===== src/drive_status_pkg.sv =====
package drive_status_pkg;

    // bus and register widths
    localparam int unsigned  DATA_W         = 32;
    localparam int unsigned  ADDR_W         = 8;
    localparam int unsigned  WORD_W         = 16;
    localparam int unsigned  CODE_W         = 16;
    localparam int unsigned  CNT_W          = 8;
    localparam int unsigned  IRQ_W          = 4;

    // register byte offsets
    localparam logic [7:0]   OFS_CTRL       = 8'h00;
    localparam logic [7:0]   OFS_STATUS     = 8'h04;
    localparam logic [7:0]   OFS_FAULT_CODE = 8'h08;
    localparam logic [7:0]   OFS_ALARM_CODE = 8'h0C;
    localparam logic [7:0]   OFS_IRQ_STAT   = 8'h10;
    localparam logic [7:0]   OFS_IRQ_MASK   = 8'h14;
    localparam logic [7:0]   OFS_FAULT_CNT  = 8'h18;

    // control word bits
    localparam int unsigned  CW_ON          = 0;
    localparam int unsigned  CW_NO_COAST    = 1;
    localparam int unsigned  CW_NO_QSTOP    = 2;
    localparam int unsigned  CW_ENABLE_OP   = 3;
    localparam int unsigned  CW_FAULT_ACK   = 7;

    // status word bits
    localparam int unsigned  SW_READY_ON    = 0;
    localparam int unsigned  SW_READY_RUN   = 1;
    localparam int unsigned  SW_OP_EN       = 2;
    localparam int unsigned  SW_FAULT       = 3;
    localparam int unsigned  SW_NO_COAST    = 4;
    localparam int unsigned  SW_NO_QSTOP    = 5;
    localparam int unsigned  SW_INHIBIT     = 6;
    localparam int unsigned  SW_ALARM       = 7;

    // interrupt status bits
    localparam int unsigned  IRQ_FAULT      = 0;
    localparam int unsigned  IRQ_ALARM_ON   = 1;
    localparam int unsigned  IRQ_ALARM_OFF  = 2;
    localparam int unsigned  IRQ_INHIBIT    = 3;

    // reset values
    localparam logic [WORD_W-1:0] CTRL_RST  = 16'h0000;
    localparam logic [IRQ_W-1:0]  MASK_RST  = 4'h0;

    // bus encodings
    localparam logic [1:0]   HTRANS_NONSEQ  = 2'b10;
    localparam logic         HRESP_OKAY     = 1'b0;

    typedef enum logic [2:0] {
        ST_INHIBIT     = 3'b000,
        ST_READY       = 3'b001,
        ST_SWITCHED_ON = 3'b010,
        ST_ENABLED     = 3'b011,
        ST_FAULT       = 3'b100
    } drive_state_t;

    typedef struct packed {
        logic on;
        logic no_coast;
        logic no_qstop;
        logic enable_op;
        logic fault_ack;
    } ctrl_cmd_t;

endpackage


===== src/drive_state_seq.sv =====
`timescale 1ns/1ps
module drive_state_seq (
    // clock and reset
    input  wire logic                        mclk,
    input  wire logic                        reset_n,
    // commands and causes
    input  wire drive_status_pkg::ctrl_cmd_t cmd,
    input  wire logic                        fault_cause,
    input  wire logic                        ack_pulse,
    // state
    output drive_status_pkg::drive_state_t   state_r,
    output drive_status_pkg::drive_state_t   state_nxt
);
    import drive_status_pkg::*;

    // next state; a live fault overrides every stop command
    always_comb begin
        state_nxt = state_r;
        if (state_r != ST_FAULT && fault_cause) begin
            state_nxt = ST_FAULT;
        end else if (state_r != ST_FAULT && (!cmd.no_coast || !cmd.no_qstop)) begin
            state_nxt = ST_INHIBIT;
        end else begin
            case (state_r)
                ST_INHIBIT: begin
                    if (!cmd.on) begin
                        state_nxt = ST_READY;
                    end
                end
                ST_READY: begin
                    if (cmd.on) begin
                        state_nxt = ST_SWITCHED_ON;
                    end
                end
                ST_SWITCHED_ON: begin
                    if (!cmd.on) begin
                        state_nxt = ST_READY;
                    end else if (cmd.enable_op) begin
                        state_nxt = ST_ENABLED;
                    end
                end
                ST_ENABLED: begin
                    if (!cmd.on) begin
                        state_nxt = ST_READY;
                    end else if (!cmd.enable_op) begin
                        state_nxt = ST_SWITCHED_ON;
                    end
                end
                ST_FAULT: begin
                    // ack with cause still present is ignored
                    if (ack_pulse && !fault_cause) begin
                        state_nxt = ST_INHIBIT;
                    end
                end
                default: begin
                    state_nxt = ST_INHIBIT;
                end
            endcase
        end
    end

    // state register
    always_ff @(posedge mclk or negedge reset_n) begin
        if (!reset_n) begin
            state_r <= ST_INHIBIT;
        end else begin
            state_r <= state_nxt;
        end
    end

endmodule


===== src/fault_code_log.sv =====
`timescale 1ns/1ps
module fault_code_log #(
    parameter int unsigned CODE_W = 16,
    parameter int unsigned CNT_W  = 8
) (
    // clock and reset
    input  wire logic              mclk,
    input  wire logic              reset_n,
    // capture
    input  wire logic              capture,
    input  wire logic [CODE_W-1:0] code_in,
    // held values
    output logic      [CODE_W-1:0] code_r,
    output logic      [CNT_W-1:0]  count_r
);

    // latest code kept after ack so software can still read it
    always_ff @(posedge mclk or negedge reset_n) begin
        if (!reset_n) begin
            code_r <= '0;
        end else if (capture) begin
            code_r <= code_in;
        end
    end

    // fault event counter, saturates instead of wrapping
    always_ff @(posedge mclk or negedge reset_n) begin
        if (!reset_n) begin
            count_r <= '0;
        end else if (capture && count_r != {CNT_W{1'b1}}) begin
            count_r <= count_r + {{(CNT_W-1){1'b0}}, 1'b1};
        end
    end

endmodule


===== src/drive_status_word_bits.sv =====
`timescale 1ns/1ps
module drive_status_word_bits (
    // clock and reset
    input  wire logic                                    mclk,
    input  wire logic                                    reset_n,
    // ahb-lite slave
    input  wire logic                                    hsel,
    input  wire logic [drive_status_pkg::ADDR_W-1:0]     haddr,
    input  wire logic [1:0]                              htrans,
    input  wire logic                                    hwrite,
    input  wire logic [2:0]                              hsize,
    input  wire logic [drive_status_pkg::DATA_W-1:0]     hwdata,
    input  wire logic                                    hready,
    output logic                                         hreadyout,
    output logic      [drive_status_pkg::DATA_W-1:0]     hrdata,
    output logic                                         hresp,
    // drive conditions
    input  wire logic                                    fault_cause,
    input  wire logic [drive_status_pkg::CODE_W-1:0]     fault_code,
    input  wire logic                                    alarm_cause,
    input  wire logic [drive_status_pkg::CODE_W-1:0]     alarm_code,
    // drive outputs
    output logic      [drive_status_pkg::WORD_W-1:0]     status_word,
    output logic                                         drive_enable,
    output logic                                         irq
);
    import drive_status_pkg::*;

    // bus phase tracking
    logic                 wr_pend_r;
    logic                 rd_pend_r;
    logic [ADDR_W-1:0]    addr_r;
    logic                 addr_take;

    // registers
    logic [WORD_W-1:0]    ctrl_r;
    logic [IRQ_W-1:0]     irq_stat_r;
    logic [IRQ_W-1:0]     irq_stat_nxt;
    logic [IRQ_W-1:0]     irq_mask_r;
    logic [CODE_W-1:0]    alarm_code_r;
    logic                 alarm_r;
    logic                 ack_pulse_r;
    logic [WORD_W-1:0]    status_nxt;

    // sub-block signals
    ctrl_cmd_t            cmd;
    drive_state_t         state_r;
    drive_state_t         state_nxt;
    logic [CODE_W-1:0]    fault_code_r;
    logic [CNT_W-1:0]     fault_cnt_r;
    logic                 fault_entry;
    logic [IRQ_W-1:0]     events;

    // write strobe for one register in the current data phase
    function automatic logic wr_hit(input logic pend, input logic [ADDR_W-1:0] a,
                                    input logic [7:0] ofs);
        wr_hit = pend && (a == ofs);
    endfunction

    // address phase accepted only while the bus is ready
    assign addr_take = hsel && hready && (htrans == HTRANS_NONSEQ || htrans == 2'b11);

    // pending phase flags; reads get one wait state so writes land first
    always_ff @(posedge mclk or negedge reset_n) begin
        if (!reset_n) begin
            wr_pend_r <= 1'b0;
            rd_pend_r <= 1'b0;
            addr_r    <= '0;
        end else begin
            wr_pend_r <= addr_take && hwrite;
            rd_pend_r <= addr_take && !hwrite;
            if (addr_take) begin
                addr_r <= {haddr[ADDR_W-1:2], 2'b00};
            end
        end
    end

    // hready low only during the first cycle of a read data phase
    always_ff @(posedge mclk or negedge reset_n) begin
        if (!reset_n) begin
            hreadyout <= 1'b1;
        end else begin
            hreadyout <= !(addr_take && !hwrite);
        end
    end

    // error responses never used
    always_ff @(posedge mclk or negedge reset_n) begin
        if (!reset_n) begin
            hresp <= HRESP_OKAY;
        end else begin
            hresp <= HRESP_OKAY;
        end
    end

    // read mux, sampled at the end of the wait state
    always_ff @(posedge mclk or negedge reset_n) begin
        if (!reset_n) begin
            hrdata <= '0;
        end else if (rd_pend_r) begin
            case (addr_r)
                OFS_CTRL:       hrdata <= {{(DATA_W-WORD_W){1'b0}}, ctrl_r};
                OFS_STATUS:     hrdata <= {{(DATA_W-WORD_W){1'b0}}, status_word};
                OFS_FAULT_CODE: hrdata <= {{(DATA_W-CODE_W){1'b0}}, fault_code_r};
                OFS_ALARM_CODE: hrdata <= {{(DATA_W-CODE_W){1'b0}}, alarm_code_r};
                OFS_IRQ_STAT:   hrdata <= {{(DATA_W-IRQ_W){1'b0}}, irq_stat_r};
                OFS_IRQ_MASK:   hrdata <= {{(DATA_W-IRQ_W){1'b0}}, irq_mask_r};
                OFS_FAULT_CNT:  hrdata <= {{(DATA_W-CNT_W){1'b0}}, fault_cnt_r};
                default:        hrdata <= '0;
            endcase
        end
    end

    // control word written by the master
    always_ff @(posedge mclk or negedge reset_n) begin
        if (!reset_n) begin
            ctrl_r <= CTRL_RST;
        end else if (wr_hit(wr_pend_r, addr_r, OFS_CTRL)) begin
            ctrl_r <= hwdata[WORD_W-1:0];
        end
    end

    // acknowledge acts on a 0 to 1 write of the ack bit only
    always_ff @(posedge mclk or negedge reset_n) begin
        if (!reset_n) begin
            ack_pulse_r <= 1'b0;
        end else begin
            ack_pulse_r <= wr_hit(wr_pend_r, addr_r, OFS_CTRL)
                           && hwdata[CW_FAULT_ACK] && !ctrl_r[CW_FAULT_ACK];
        end
    end

    // decoded commands, one process so the struct has a single driver
    always_comb begin
        cmd.on        = ctrl_r[CW_ON];
        cmd.no_coast  = ctrl_r[CW_NO_COAST];
        cmd.no_qstop  = ctrl_r[CW_NO_QSTOP];
        cmd.enable_op = ctrl_r[CW_ENABLE_OP];
        cmd.fault_ack = ctrl_r[CW_FAULT_ACK];
    end

    // power state sequencer
    drive_state_seq u_seq (
        .mclk        (mclk),
        .reset_n     (reset_n),
        .cmd         (cmd),
        .fault_cause (fault_cause),
        .ack_pulse   (ack_pulse_r),
        .state_r     (state_r),
        .state_nxt   (state_nxt)
    );

    assign fault_entry = (state_nxt == ST_FAULT) && (state_r != ST_FAULT);

    // fault code capture at fault entry
    fault_code_log #(
        .CODE_W (CODE_W),
        .CNT_W  (CNT_W)
    ) u_flog (
        .mclk    (mclk),
        .reset_n (reset_n),
        .capture (fault_entry),
        .code_in (fault_code),
        .code_r  (fault_code_r),
        .count_r (fault_cnt_r)
    );

    // alarm tracker; no acknowledge, follows the cause directly
    always_ff @(posedge mclk or negedge reset_n) begin
        if (!reset_n) begin
            alarm_r <= 1'b0;
        end else begin
            alarm_r <= alarm_cause;
        end
    end

    // alarm detail kept after the alarm clears for diagnosis
    always_ff @(posedge mclk or negedge reset_n) begin
        if (!reset_n) begin
            alarm_code_r <= '0;
        end else if (alarm_cause) begin
            alarm_code_r <= alarm_code;
        end
    end

    // status word built from next-state values so no bit lags another
    always_comb begin
        status_nxt               = '0;
        status_nxt[SW_READY_ON]  = (state_nxt == ST_READY) || (state_nxt == ST_SWITCHED_ON)
                                   || (state_nxt == ST_ENABLED);
        status_nxt[SW_READY_RUN] = (state_nxt == ST_SWITCHED_ON) || (state_nxt == ST_ENABLED);
        status_nxt[SW_OP_EN]     = (state_nxt == ST_ENABLED);
        status_nxt[SW_FAULT]     = (state_nxt == ST_FAULT);
        status_nxt[SW_NO_COAST]  = cmd.no_coast;
        status_nxt[SW_NO_QSTOP]  = cmd.no_qstop;
        status_nxt[SW_INHIBIT]   = (state_nxt == ST_INHIBIT);
        status_nxt[SW_ALARM]     = alarm_cause;
    end

    // single register load of the whole word
    always_ff @(posedge mclk or negedge reset_n) begin
        if (!reset_n) begin
            status_word <= '0;
        end else begin
            status_word <= status_nxt;
        end
    end

    // power stage enable, alarm does not remove it
    always_ff @(posedge mclk or negedge reset_n) begin
        if (!reset_n) begin
            drive_enable <= 1'b0;
        end else begin
            drive_enable <= status_nxt[SW_OP_EN];
        end
    end

    // interrupt events
    always_comb begin
        events                = '0;
        events[IRQ_FAULT]     = fault_entry;
        events[IRQ_ALARM_ON]  = alarm_cause && !alarm_r;
        events[IRQ_ALARM_OFF] = !alarm_cause && alarm_r;
        events[IRQ_INHIBIT]   = (state_nxt == ST_INHIBIT) && (state_r != ST_INHIBIT);
    end

    // sticky status, write one to clear; a new event beats the clear
    always_comb begin
        irq_stat_nxt = irq_stat_r;
        if (wr_hit(wr_pend_r, addr_r, OFS_IRQ_STAT)) begin
            irq_stat_nxt = irq_stat_r & ~hwdata[IRQ_W-1:0];
        end
        irq_stat_nxt = irq_stat_nxt | events;
    end

    always_ff @(posedge mclk or negedge reset_n) begin
        if (!reset_n) begin
            irq_stat_r <= '0;
        end else begin
            irq_stat_r <= irq_stat_nxt;
        end
    end

    // interrupt mask
    always_ff @(posedge mclk or negedge reset_n) begin
        if (!reset_n) begin
            irq_mask_r <= MASK_RST;
        end else if (wr_hit(wr_pend_r, addr_r, OFS_IRQ_MASK)) begin
            irq_mask_r <= hwdata[IRQ_W-1:0];
        end
    end

    // level interrupt, registered to keep the output glitch free
    always_ff @(posedge mclk or negedge reset_n) begin
        if (!reset_n) begin
            irq <= 1'b0;
        end else begin
            irq <= |(irq_stat_nxt & irq_mask_r);
        end
    end

endmodule


===== config.mk =====
export PLATFORM = sky130hd
export DESIGN_NAME = drive_status_word_bits
export DESIGN_NICKNAME = d
export VERILOG_FILES = /design/src/drive_status_pkg.sv /design/src/drive_state_seq.sv /design/src/fault_code_log.sv /design/src/drive_status_word_bits.sv
export SDC_FILE = /design/constraint.sdc
export NUM_CORES = 1
export LEC_CHECK = 0
export BUFFER_PORTS_ARGS = -buffer_cell sky130_fd_sc_hd__clkbuf_2
export CAP_MARGIN = 0
export CORE_MARGIN = 2
export CORE_UTILIZATION = 49
export CTS_BUF_LIST = sky130_fd_sc_hd__clkbuf_4 sky130_fd_sc_hd__clkbuf_8
export DETAILED_ROUTE_END_ITERATION = 12
export GPL_TIMING_DRIVEN = 0
export PLACE_DENSITY = 0.83
export SYNTH_ARGS = -nofsm -noshare
export SYNTH_HDL_FRONTEND = slang
export SYNTH_SLANG_ARGS = --single-unit

===== constraint.sdc =====
create_clock -name mclk -period 1.5 [get_ports mclk]
set_clock_uncertainty 0.05 [all_clocks]
set_input_delay 0.075 -clock mclk [delete_from_list [all_inputs] [get_ports mclk]]
set_output_delay 0.075 -clock mclk [all_outputs]
set_load 0.03 [all_outputs]

Word-level counts from Yosys, hierarchy flattened --
Cells that the tools add are included. Widths: inputs -> output; s select.
Word-level totals: bits in registers 120, logic and storage cells 87
Operators by class: equal/unequal tests 18, bitwise operators 4, add/sub/neg operators 1, reduce and logical (&&, ||, !) cells 35, muxes and demuxes 12
Operators with widths (count):
- $pmux 16 s7 | 1
- $mux 3 | 9
- $eq 6x3->1 const B | 3
- $logic_and 1x1->1 | 17
- $pmux 3 s5 | 1
- $eq 3x2->1 const B | 4
- $eq 6x2->1 const B | 2
- $add 8x1->8 const B | 1
- $and 4x4->4 | 2
- $logic_not 1->1 | 8
- $logic_not 8->1 | 1
- $ne 8x8->1 const B | 1
- $eq 3x1->1 const B | 2
- $eq 3x3->1 const B | 2
- $eq 6x1->1 const B | 1
- $logic_not 3->1 | 2
- $logic_or 1x1->1 | 5
- $eq 2x2->1 const B | 2
- $mux 4 | 1
- $not 4->4 | 1
- $or 4x4->4 | 1
- $reduce_or 4->1 | 1
- $ne 3x3->1 const B | 1
- $reduce_bool 3->1 | 1

Logic depth before layout (Yosys ltp) --
Gate-level depths: netlist of run 1.
depth after elaboration 11, depth in mapped cells 6, gate-level depth less buffers 5

Modules after synthesis --
Synthesis of run 1 repeated with hierarchy kept, for this count alone.
Unflattened totals: cell total of the unflattened synthesis 359, area total of the unflattened synthesis 4770.8 µm²
Modules (own cells, without submodules):
- drive_status_word_bits | times used 1, area each 3659.8 µm², cells each 279
- fault_code_log | times used 1, area each 992.2 µm², cells each 70
- drive_state_seq | times used 1, area each 118.9 µm², cells each 10

Worst setup path after synthesis of run 1 --
OpenSTA, ideal clock, no wires.
path kind register to register, start register addr_r[7], end register ctrl_r[10], required time 1.325 ns, buffers on the path 1, clock period less this slack 1.573 ns, arrival 1.398 ns, path slack -0.073 ns, cell stages (with the launch flop) 5, path through dfrtp_1 > nor3_4 > nand4b_4 > buf_6 > mux2_4
Between the ends: cells in the longest elaborated chain, start to end 2
RTL lines:
- start, declared | RTL line drive_status_word_bits.sv:32 | logic [ADDR_W-1:0] addr_r;
- start signal, assigned | RTL line drive_status_word_bits.sv:73 | addr_r <= {haddr[ADDR_W-1:2], 2'b00};
- $logic_not 8->1 | RTL line drive_status_word_bits.sv:57 | wr_hit = pend && (a == ofs);
- $logic_and 1x1->1 | RTL line drive_status_word_bits.sv:57
- end signal, assigned | RTL line drive_status_word_bits.sv:119 | ctrl_r <= hwdata[WORD_W-1:0];
- end, declared | RTL line drive_status_word_bits.sv:36 | logic [WORD_W-1:0] ctrl_r;
Every way passes these cells. A chain may end at the register's enable or synchronous reset.

Final worst setup path of run 1 --
start register addr_r[3], end register hrdata[1] (netlist bit)
Between the ends: cells in the longest elaborated chain, start to end 2, elaborated cells between the ends (all ways) 8, those cells by class eq/ne: 6; mux: 1; reduce/logical: 1
RTL lines:
- $eq 6x3->1, or another cell as far along | RTL line drive_status_word_bits.sv:101 | case (addr_r)
- $pmux 16 s7 * | RTL line drive_status_word_bits.sv:101
- end signal, assigned | RTL line drive_status_word_bits.sv:102 | OFS_CTRL: hrdata <= {{(DATA_W-WORD_W){1'b0}}, ctrl_r};
- end signal, assigned | RTL line drive_status_word_bits.sv:103 | OFS_STATUS: hrdata <= {{(DATA_W-WORD_W){1'b0}}, status_word};
- end signal, assigned | RTL line drive_status_word_bits.sv:104 | OFS_FAULT_CODE: hrdata <= {{(DATA_W-CODE_W){1'b0}}, fault_code_r};
- end, declared | RTL line drive_status_word_bits.sv:15 | output logic [drive_status_pkg::DATA_W-1:0] hrdata,
Every way passes the cells marked *; elsewhere a longest branch is shown, timed or not.

==> impl_metrics.ini, run 1 <==
[placed_design]
dp_hpwl_um = 8350
gp_congestion = 0.847
io_buffers = 88
place_area_um2 = 5520

[timing]
fmaxAchievable_mhz = 592
rsz0062_at_grt = yes
min_period_over_period_pct = 113
finalSetupViolations = 60
fin_crit_ps = 1690
relSlewSlack_pct = 59.9
fin_ws_ps = -188
tightest_slew_ps = 602
finalSetupTns_ps = -4320
slew_violations = 0
hold_viol = 0

[synth]
synth_cell_types = 51
synth_edf_count = 0
synth_seq_area_share_pct = 53.7
syn_area_per_cell_um2 = 12.4
synthFlopType = dfrtp_1
postSynth.asyncResetShare_pct = 100
synth.cell_area_um2 = 4760
synth_warnings = 0
synth_seq_cells = 102
netlist_instances = 383

[hold_path]
hp-class = in -> reg

[critical_path]
endpoint_kind = flop
critical_path_peak_fanout = 10
cp-start-kind = flop
crit_chain = buf_6 > buf_8 > mux2i_1 > nor2_1 > a21oi_1 > o221ai_2
crit_type = reg -> reg
cp.required_ps = 1710
worst_path_max_delay_cell = dfrtp_2
slowest_delay_ps = 420
arrival_ps = 1900

[floorplanning]
die_h_um = 103
start_util_pct = 51.0
die_width_um = 103
fp.coreArea_um2 = 9330
num_io_pins = 136
rows = 35
dieArea_um2 = 10500

[routing]
dr.pass1.iters = 5
num_vias = 4172
drt-wirelength-per-cell_um = 21.2
antenna_left = 0
vias_per_cell = 5.79
drc = 0
first_iter_violations = 427
routed_wl_um = 15300

[clock_network]
insertion_delay_ps = 390
clock-sinks = 102
cts_tree = built
cts_inserted_buffers = 9
cts_root_buf = clkbuf_8
clockBufferDepth = 2
path_clk_slew_ps = 100
cts_htree_levels = 3

[power_and_ir_drop]
p_per_area_nw_per_um2 = 1050
fin_total_pwr_mw = 7.19
ir_worst_vdd_v = 0.000861
leakage_nw = 3.35

[finish]
area_growth_pct = 44.3
layout_commonest_cell = dfrtp_1
layout_common_cells = dfrtp_1, clkbuf_2, dlygate4sd3_1
final_nets = 672
final_area_um2 = 6860
antenna_cells = 0
drive_gt1_share_pct = 47.5

[grt]
grt_max_degree = 62
grt_overflow = 0
grt_usage_pct = 27.6
grt_pass1_wl_um = 21600
grt_pass1_vias = 4107
antenna_found_initial = 0

[run_status]
outcome = complete, but fails checks
failed_checks = negative setup slack

[run]
drv_cap = 0
## layout make-up
cell class / count / area (µm²)
clock buffer: 9 / 124
fill: 570 / 2460
inverter: 10 / 37.5
buffer: 41 / 339
clock inverter: 7 / 120
timing repair buffer: 172 / 1270
sequential: 102 / 2560
multi-input combinational: 251 / 2250
tap: 129 / 161
## critical path, delay by kind of cell (launching register included)
| family | cells | cell delay (ps) |
|---|---|---|
| simple gates | 1 | 110 |
| flops | 1 | 420 |
| compound gates | 2 | 370 |
| buf+inv | 2 | 350 |
| mux | 1 | 260 |
## per-layer routing
layer	part of all wire (%)	global-route usage, %	up-vias
li1	-	-	1725
met1	37	34.8	2072
met2	51	46.2	305
met3	8.0	4.88	70
met4	4.5	13.9	0
met5	0	0	-
## metrics by stage
stage | worst slack [ps] | utilization [%] | hold WS [ps] | cells
2_1_floorplan | -72.3 | - | -271 | 407
3_3_place_gp | -917 | 58.9 | 150 | 624
3_5_place_dp | -336 | 59.2 | 90.7 | 625
4_1_cts | -111 | 70.8 | 66.4 | 710
5_1_grt | -304 | 73.6 | 124 | 721
6_report | -188 | 73.6 | 95.5 | 721
## sequential cells by signal, indices dropped and copies added (netlist names)
signal / count
ack_pulse_r: 1
addr_r: 6
alarm_code_r: 16
ctrl_r: 16
hrdata: 16
hreadyout: 1
irq: 1
irq_mask_r: 4
irq_stat_r: 4
rd_pend_r: 1
status_word: 8
u_flog.code_r: 16
u_flog.count_r: 8
u_seq.state_r: 3
wr_pend_r: 1
## kinds of logic after synthesis
kind of cell             count (synthesis)  synth area share, %
buffers and inverters                   54                 6.92
AO/OA/AOI/OAI                           57                 8.39
multiplexers                            76                 18.8
adder cells (fa/ha/maj)                  1                0.263
AND/OR/NAND/NOR                         85                 10.6
flip-flops                             102                 53.7
other                                    1               0.0788
XOR/XNOR                                 7                 1.29
## path summary, 6_finish.rpt
path / cells past startpoint / endpoint / slack (ps) / from
max reg2reg: 6 / hrdata[1] / -190 / addr_r[3]
min in group asynchronous: 2 / u_flog.code_r[1] / 200 / reset_n
min: 3 / wr_pend_r / 100 / hready
max in group asynchronous: 3 / hreadyout / 450 / reset_n
max: 6 / hrdata[1] / -190 / addr_r[3]
min reg2reg: 1 / ack_pulse_r / 440 / ctrl_r[7]
## cells in the mapped netlist, drive strengths merged, types with 3 or more instances
library cell  number  area [µm²]
dfrtp            101        2530
mux2              59         698
buf               38         269
nand2             23        86.3
mux2i             15         150
o21ai             15        75.1
nor2              11        43.8
inv               10        37.5
a21oi              8        40.0
a22o               8        70.1
nand3              8        40.0
and3               6        37.5
clkbuf             6        22.5
nand3b             6        45.0
o221ai             6        58.8
a31oi              5        31.3
nor3b              5        37.5
xor2               5        43.8
and3b              4        35.0
nor2b              4        25.0
or2                4        25.0
nand4              3        18.8
## repair_timing
action / in CTS / in global routing
resized for setup: 47 / 43
endpoints found under the setup margin: 58 / 64
hold buffers: 57 / 0
endpoints found under the hold margin: 105 / 0
pin swaps: 15 / 14
gates cloned: 1 / 0
setup buffers: 14 / 11
## where the power goes
group	total (mW)	leakage (nW)	switching, mW	internal, mW
combinational	1.76	1.97	0.932	0.832
clock	2.12	0.120	1.01	1.11
sequential	3.30	1.26	0.270	3.03
(Power assumes the default switching activity.)
==> run 2: changes to the inputs <==
--- a/config.mk
+++ b/config.mk
@@ -13,6 +13,8 @@
 export DETAILED_ROUTE_END_ITERATION = 12
 export GPL_TIMING_DRIVEN = 0
 export PLACE_DENSITY = 0.83
+export RECOVER_POWER = 100
 export SYNTH_ARGS = -nofsm -noshare
 export SYNTH_HDL_FRONTEND = slang
+export SYNTH_HIERARCHICAL = 1
 export SYNTH_SLANG_ARGS = --single-unit
==> run 2 against run 1 <==
  * The run still ends with negative setup slack left
  * Wire length up 3.8%
  * Via count down 3.2%
  * Area after synthesis up 0.29%
  * Combinational power up 15%
  * Largest cell class unchanged
  * Highest routed layer is now met5
==> impl_metrics.ini, run 2 <==
[power_and_ir_drop]
leakage_nw = 3.35
ir_worst_vdd_v = 0.000923
p_per_area_nw_per_um2 = 1040
switchingPower_mw = 2.20
intPower_mw = 5.25
fin_total_pwr_mw = 7.45
combPwrFrac_pct = 27.1
clock_power_share_pct = 28.4
seqPwrFrac_pct = 44.6
p_sw_share_pct = 29.5

[synth]
synthFlopType = dfrtp_1
synth_fa_ha_area_share_pct = 0.262
postSynth.asyncResetShare_pct = 100
synth_seq_area_share_pct = 53.5
synth_simple_gate_area_share_pct = 8.26
synth_seq_cells = 102
netlist_instances = 359
synth_commonest_cells = dfrtp_1, mux2_2, buf_4
syn_area_per_cell_um2 = 13.3
synth_cell_types = 54
yosysTopAreaCellShare_pct = 53.0
synth_xor_area_share_pct = 0.551
muxShareOfSynthArea_pct = 22.1
synth_warnings = 6
synth.cell_area_um2 = 4770
synth_top_cell_by_area = dfrtp_1
synth_area_leaders = dfrtp_1, mux2_2, buf_4
synth_compound_area_share_pct = 7.21
yosysMostFrequentCell = dfrtp_1
synth_top_family_by_area = multiplexers
synth_edf_count = 0

[floorplanning]
start_util_pct = 49.7
dieArea_um2 = 10500
die_h_um = 103
num_io_pins = 136
die_width_um = 103
rows = 36
fp.coreArea_um2 = 9590

[clock_network]
path_clk_slew_ps = 100
cts_inserted_buffers = 9
cts_tree = built
clock-sinks = 102
cts_htree_levels = 3
cts_root_buf = clkbuf_8
clockBufferDepth = 2
insertion_delay_ps = 380

[placed_design]
gp_congestion = 0.841
io_buffers = 88
placedCellCount = 605
place_area_um2 = 5650
dp_hpwl_um = 7940

[grt]
antenna_found_initial = 1
grt_pass1_wl_um = 22800
grt_overflow = 0
grt_pass1_vias = 4105
grt_usage_pct = 29.7
grt_max_degree = 53

[finish]
multi_input_area_um2 = 2360
stdcell_count = 714
n_fill_cell = 562
drive_gt1_share_pct = 50.8
layout_common_cells = dfrtp_1, clkbuf_2, dlygate4sd3_1
final_area_um2 = 7130
layout_commonest_cell = dfrtp_1
antenna_cells = 0
final_nets = 662
area_growth_pct = 49.5
regArea_um2 = 2560

[critical_path]
cp-start-kind = flop
critPathTopFamily = simple AND/OR/NAND/NOR gates
critical_path_peak_fanout = 4
cp.required_ps = 1710
worst-path-buf-inv = 0
crit_chain = nor4b_2 > or2_4 > and2_4 > nor2b_4 > nand4_1 > nor2_2 > mux2_4
slowest_delay_ps = 470
crit_type = reg -> reg
worst_path_max_delay_cell = dfrtp_1
endpoint_kind = flop
arrival_ps = 2350

[routing]
routed_wl_um = 15900
vias_per_cell = 5.65
num_vias = 4037
first_iter_violations = 413
antenna_left = 0
dr.pass1.iters = 5
drt-wirelength-per-cell_um = 22.3
drc = 0

[run_status]
failed_checks = negative setup slack
outcome = complete, but fails checks

[run]
drv_cap = 0

[timing]
min_period_over_period_pct = 143
fmaxAchievable_mhz = 466
rsz0062_at_grt = yes
tightest_slew_ps = 1170
finalSetupTns_ps = -19980
relSlewSlack_pct = 22.0
slew_violations = 0
fin_ws_ps = -644
finalSetupViolations = 65
hold_viol = 0
fin_crit_ps = 2140

[hold_path]
hp-class = in -> reg
[run 2: cell count changes after synthesis, moves of 5 or more]
cell,delta
a22o_1,-8
a22oi_1,+6
buf_2,-5
inv_1,+9
mux2_1,+7
mux2i_1,-7
mux4_2,+6
nand2_1,-12
nand3b_1,-6
nor2b_1,+6
o21ai_0,-11
o221ai_1,-5
o22ai_1,+12
xor2_1,-5
[run 2: logic make-up (layout without fill, tap and decap cells)]
logic type | Yosys count | after routing
flip-flops | 102 | 102
multiplexers | 83 | 83
buffers and inverters | 61 | 259
AND/OR/NAND/NOR | 59 | 59
AO/OA/AOI/OAI | 49 | 49
XOR/XNOR | 3 | 3
adder cells (fa/ha/maj) | 1 | 1
other | 1 | 25
[run 2: final cells by class]
class                           instances  area share (%)
Sequential cell                       102            35.9
Multi-Input combinational cell        220            33.1
Inverter                               19            1.00
Timing Repair Buffer                  187            20.0
Clock buffer                           11            2.03
Tap cell                              133            2.33
Buffer                                 38            4.31
Clock inverter                          4            1.33
[run 2: worst paths after layout]
path | slack, ps | end | cells past startpoint | from
worst max-delay path | -640 | u_flog/count_r[7] | 7 | u_seq/state_r[1]
worst min-delay path | 80 | u_seq/state_r[2] | 3 | fault_cause
min in group asynchronous | 430 | alarm_code_r[8] | 2 | reset_n
max in group asynchronous | 140 | addr_r[3] | 3 | reset_n
worst min register to register | 450 | status_word[4] | 0 | ctrl_r[1]
worst max register to register | -640 | u_flog/count_r[7] | 7 | u_seq/state_r[1]
[run 2: power groups by stage]
stage	Sequential [mW]	Combinational, mW	Clock [mW]
after floorplan	3.33	0.963	0
after global placement	3.28	1.40	0
after detailed placement	3.30	1.44	0
after CTS	3.27	1.84	2.08
after global routing	3.35	2.10	2.24
final	3.32	2.02	2.11
[run 2: through the flow]
step           setup WS [ps]  hold slack [ps]  utilization (%)
4_1_cts                 -475             39.9             73.2
3_5_place_dp            -720              140             58.9
2_1_floorplan           -401             -271                -
6_report                -644             83.2             74.4
5_1_grt                 -649             83.7             74.4
3_3_place_gp            -914              145             58.5
[run 2: worst register-to-register path: stages, from the launching register on]
cell and delay [ps]:
dfrtp_1 470, nor4b_2 270, or2_4 170, and2_4 150
nor2b_4 200, nand4_1 200, nor2_2 200, mux2_4 320
[run 2: routing by layer]
metal,part of all wire (%),track usage [%],vias to the layer above
met2,49,48.4,281
li1,-,-,1678
met5,0.094,0,-
met1,39,38.3,2003
met4,5.0,14.7,2
met3,7.4,5.76,73
[run 2: what timing repair did]
| item | in CTS | in global routing |
|---|---|---|
| pin swaps | 13 | 22 |
| cloned | 2 | 0 |
| endpoints found under the setup margin | 65 | 66 |
| setup buffers | 30 | 15 |
| resized for setup | 66 | 45 |
| hold buffers | 57 | 0 |
| hold endpoints to repair | 113 | 0 |
==> run 3: changes to the inputs <==
--- a/config.mk
+++ b/config.mk
@@ -8,11 +8,11 @@
 export BUFFER_PORTS_ARGS = -buffer_cell sky130_fd_sc_hd__clkbuf_2
 export CAP_MARGIN = 0
 export CORE_MARGIN = 2
-export CORE_UTILIZATION = 49
+export CORE_UTILIZATION = 58
 export CTS_BUF_LIST = sky130_fd_sc_hd__clkbuf_4 sky130_fd_sc_hd__clkbuf_8
 export DETAILED_ROUTE_END_ITERATION = 12
 export GPL_TIMING_DRIVEN = 0
-export PLACE_DENSITY = 0.83
+export PLACE_DENSITY = 0.95
 export RECOVER_POWER = 100
 export SYNTH_ARGS = -nofsm -noshare
 export SYNTH_HDL_FRONTEND = slang
==> constraint.sdc (replaced) <==
create_clock -name mclk -period 2.8 [get_ports mclk]
set_clock_uncertainty 0.05 [all_clocks]
set_input_delay 0.14 -clock mclk [delete_from_list [all_inputs] [get_ports mclk]]
set_output_delay 0.14 -clock mclk [all_outputs]
set_load 0.03 [all_outputs]
==> run 3 against run 2 <==
  * The flow now finishes without violations
  * Sequential share of layout area up 5.8 points
  * Die area down 15%
  * Maximum frequency down 20%
  * Sequential cell count unchanged
  * Highest routed layer is now met4
  * Utilization up 1.4 points
  * Critical endpoint is now irq_mask_r[2]
  * Largest power group unchanged
  * First-iteration DRC count down 14%
==> impl_metrics.ini, run 3 (synthesis gave the netlist of run 2 again) <==
[timing]
slew_violations = 0
finalSetupViolations = 0
relSlewSlack_pct = 17.4
min_period_over_period_pct = 95.4
tightest_slew_ps = 1240
finalSetupTns_ps = 0
fin_crit_ps = 2670
fin_ws_ps = 130
fmaxAchievable_mhz = 375
hold_viol = 0
rsz0062_at_grt = no

[routing]
dr.pass1.iters = 7
antenna_left = 0
first_iter_violations = 356
drt-wirelength-per-cell_um = 20.6
num_vias = 3780
routed_wl_um = 13400
vias_per_cell = 5.82
drc = 0

[grt]
grt_pass1_vias = 3916
grt_max_degree = 57
antenna_found_initial = 0
busiest_layer = met2
met3_usage_pct = 8.86
use_met2_pct = 53.0
grt_usage_pct = 32.4
grt_pass1_wl_um = 20900
grt_overflow = 0
grt_util_met1_pct = 38.4

[finish]
antenna_cells = 0
n_fill_cell = 498
area_growth_pct = 28.5
regArea_um2 = 2550
final_nets = 625
layout_common_cells = dfrtp_1, clkbuf_2, dlygate4sd3_1
drive_gt1_share_pct = 33.0
multi_input_area_um2 = 1880
layout_commonest_cell = dfrtp_1

[hold_path]
hp-class = in -> reg
hold_start = fault_cause

[floorplanning]
num_io_pins = 136
die_width_um = 94.7
fp.coreArea_um2 = 8090
start_util_pct = 59.0
rows = 33
dieArea_um2 = 8970
die_h_um = 94.7

[clock_network]
cts_setup_buffers = 0
cts_hold_buffers = 57
clock-sinks = 102
cts_htree_levels = 3
clockBufferDepth = 2
cts.repair.resized = 0
path_clk_slew_ps = 100
cts_inserted_buffers = 9
cts_tree = built
cts_root_buf = clkbuf_8
insertion_delay_ps = 380

[critical_path]
worst-path-buf-inv = 2
crit_chain = clkbuf_1 > nor4b_2 > and4b_1 > clkbuf_1 > mux2_1
endpoint_kind = flop
cp-start-kind = flop
crit_type = reg -> reg
crit_path_start = addr_r[4]
arrival_ps = 2880
crit_top_cell = clkbuf_1
critical_path_peak_fanout = 10
worst_path_max_delay_cell = nor4b_2
cp.required_ps = 3010
critPathTopFamily = simple AND/OR/NAND/NOR gates
r2r-start = addr_r[4]
slowest_delay_ps = 700

[placed_design]
dp_slack_ps = 306
gp_congestion = 0.889
io_buffers = 88
dp_hpwl_um = 8000

[run_status]
outcome = finished, final reports clean

[power_and_ir_drop]
leakage_nw = 2.89
ir_worst_vdd_v = 0.000586
p_per_area_nw_per_um2 = 577

[run]
drv_cap = 0
-- run 3: cell count changes in the layout (fill, tap and decap cells not counted), sizes merged --
cell,delta
bufinv,-2
clkbuf,+5
clkinvlp,+2
clkinv,+2
buf,-43
-- run 3: worst paths after layout --
check                              endpoint  slack (ps)  cells after the start
max in group asynchronous         hreadyout        1280                      3
min reg2reg                  status_word[4]         400                      0
min                        u_seq/state_r[2]         150                      2
max                           irq_mask_r[2]         130                      5
max reg2reg                   irq_mask_r[2]         130                      5
min in group asynchronous   alarm_code_r[8]         490                      2
-- run 3: per-stage QoR --
stage	hold slack [ps]	instance area (µm²)	utilization, %	total power [mW]	cells
after global routing	153	6130	75.8	3.68	650
after floorplan	-206	4860	-	2.26	383
after detailed placement	179	5460	67.5	2.51	577
after global placement	209	5430	67.1	2.46	576
after CTS	139	6240	77.1	3.52	650
final	151	6130	75.8	3.54	650
-- run 3: power breakdown --
group,internal [mW],leakage (nW),total [mW],switching (mW)
Clock,0.443,0.0987,0.989,0.547
Sequential,1.63,1.29,1.75,0.119
Combinational,0.382,1.50,0.803,0.421
Total,2.45,2.89,3.54,1.09
-- run 3: area by class of cell --
cell class                 instances  area share, %
clock inverter                     6           1.16
inverter                          19           1.16
sequential                       102           41.7
buffer                            42           4.63
tap                              105           2.14
multi-input combinational        220           30.6
clock buffer                      10           2.24
timing repair buffer             146           16.4
-- run 3: worst register-to-register path, cell delays in order (launching register included) --
cell and delay [ps]:
dfrtp_1 340, clkbuf_1 540, nor4b_2 700, and4b_1 300, clkbuf_1 260, mux2_1 360
-- run 3: per-layer routing --
metal,wire length (µm),part of all wire (%)
met1,4750,36
met2,6600,49
met3,1210,9.0
met4,817,6.1
met5,0,0
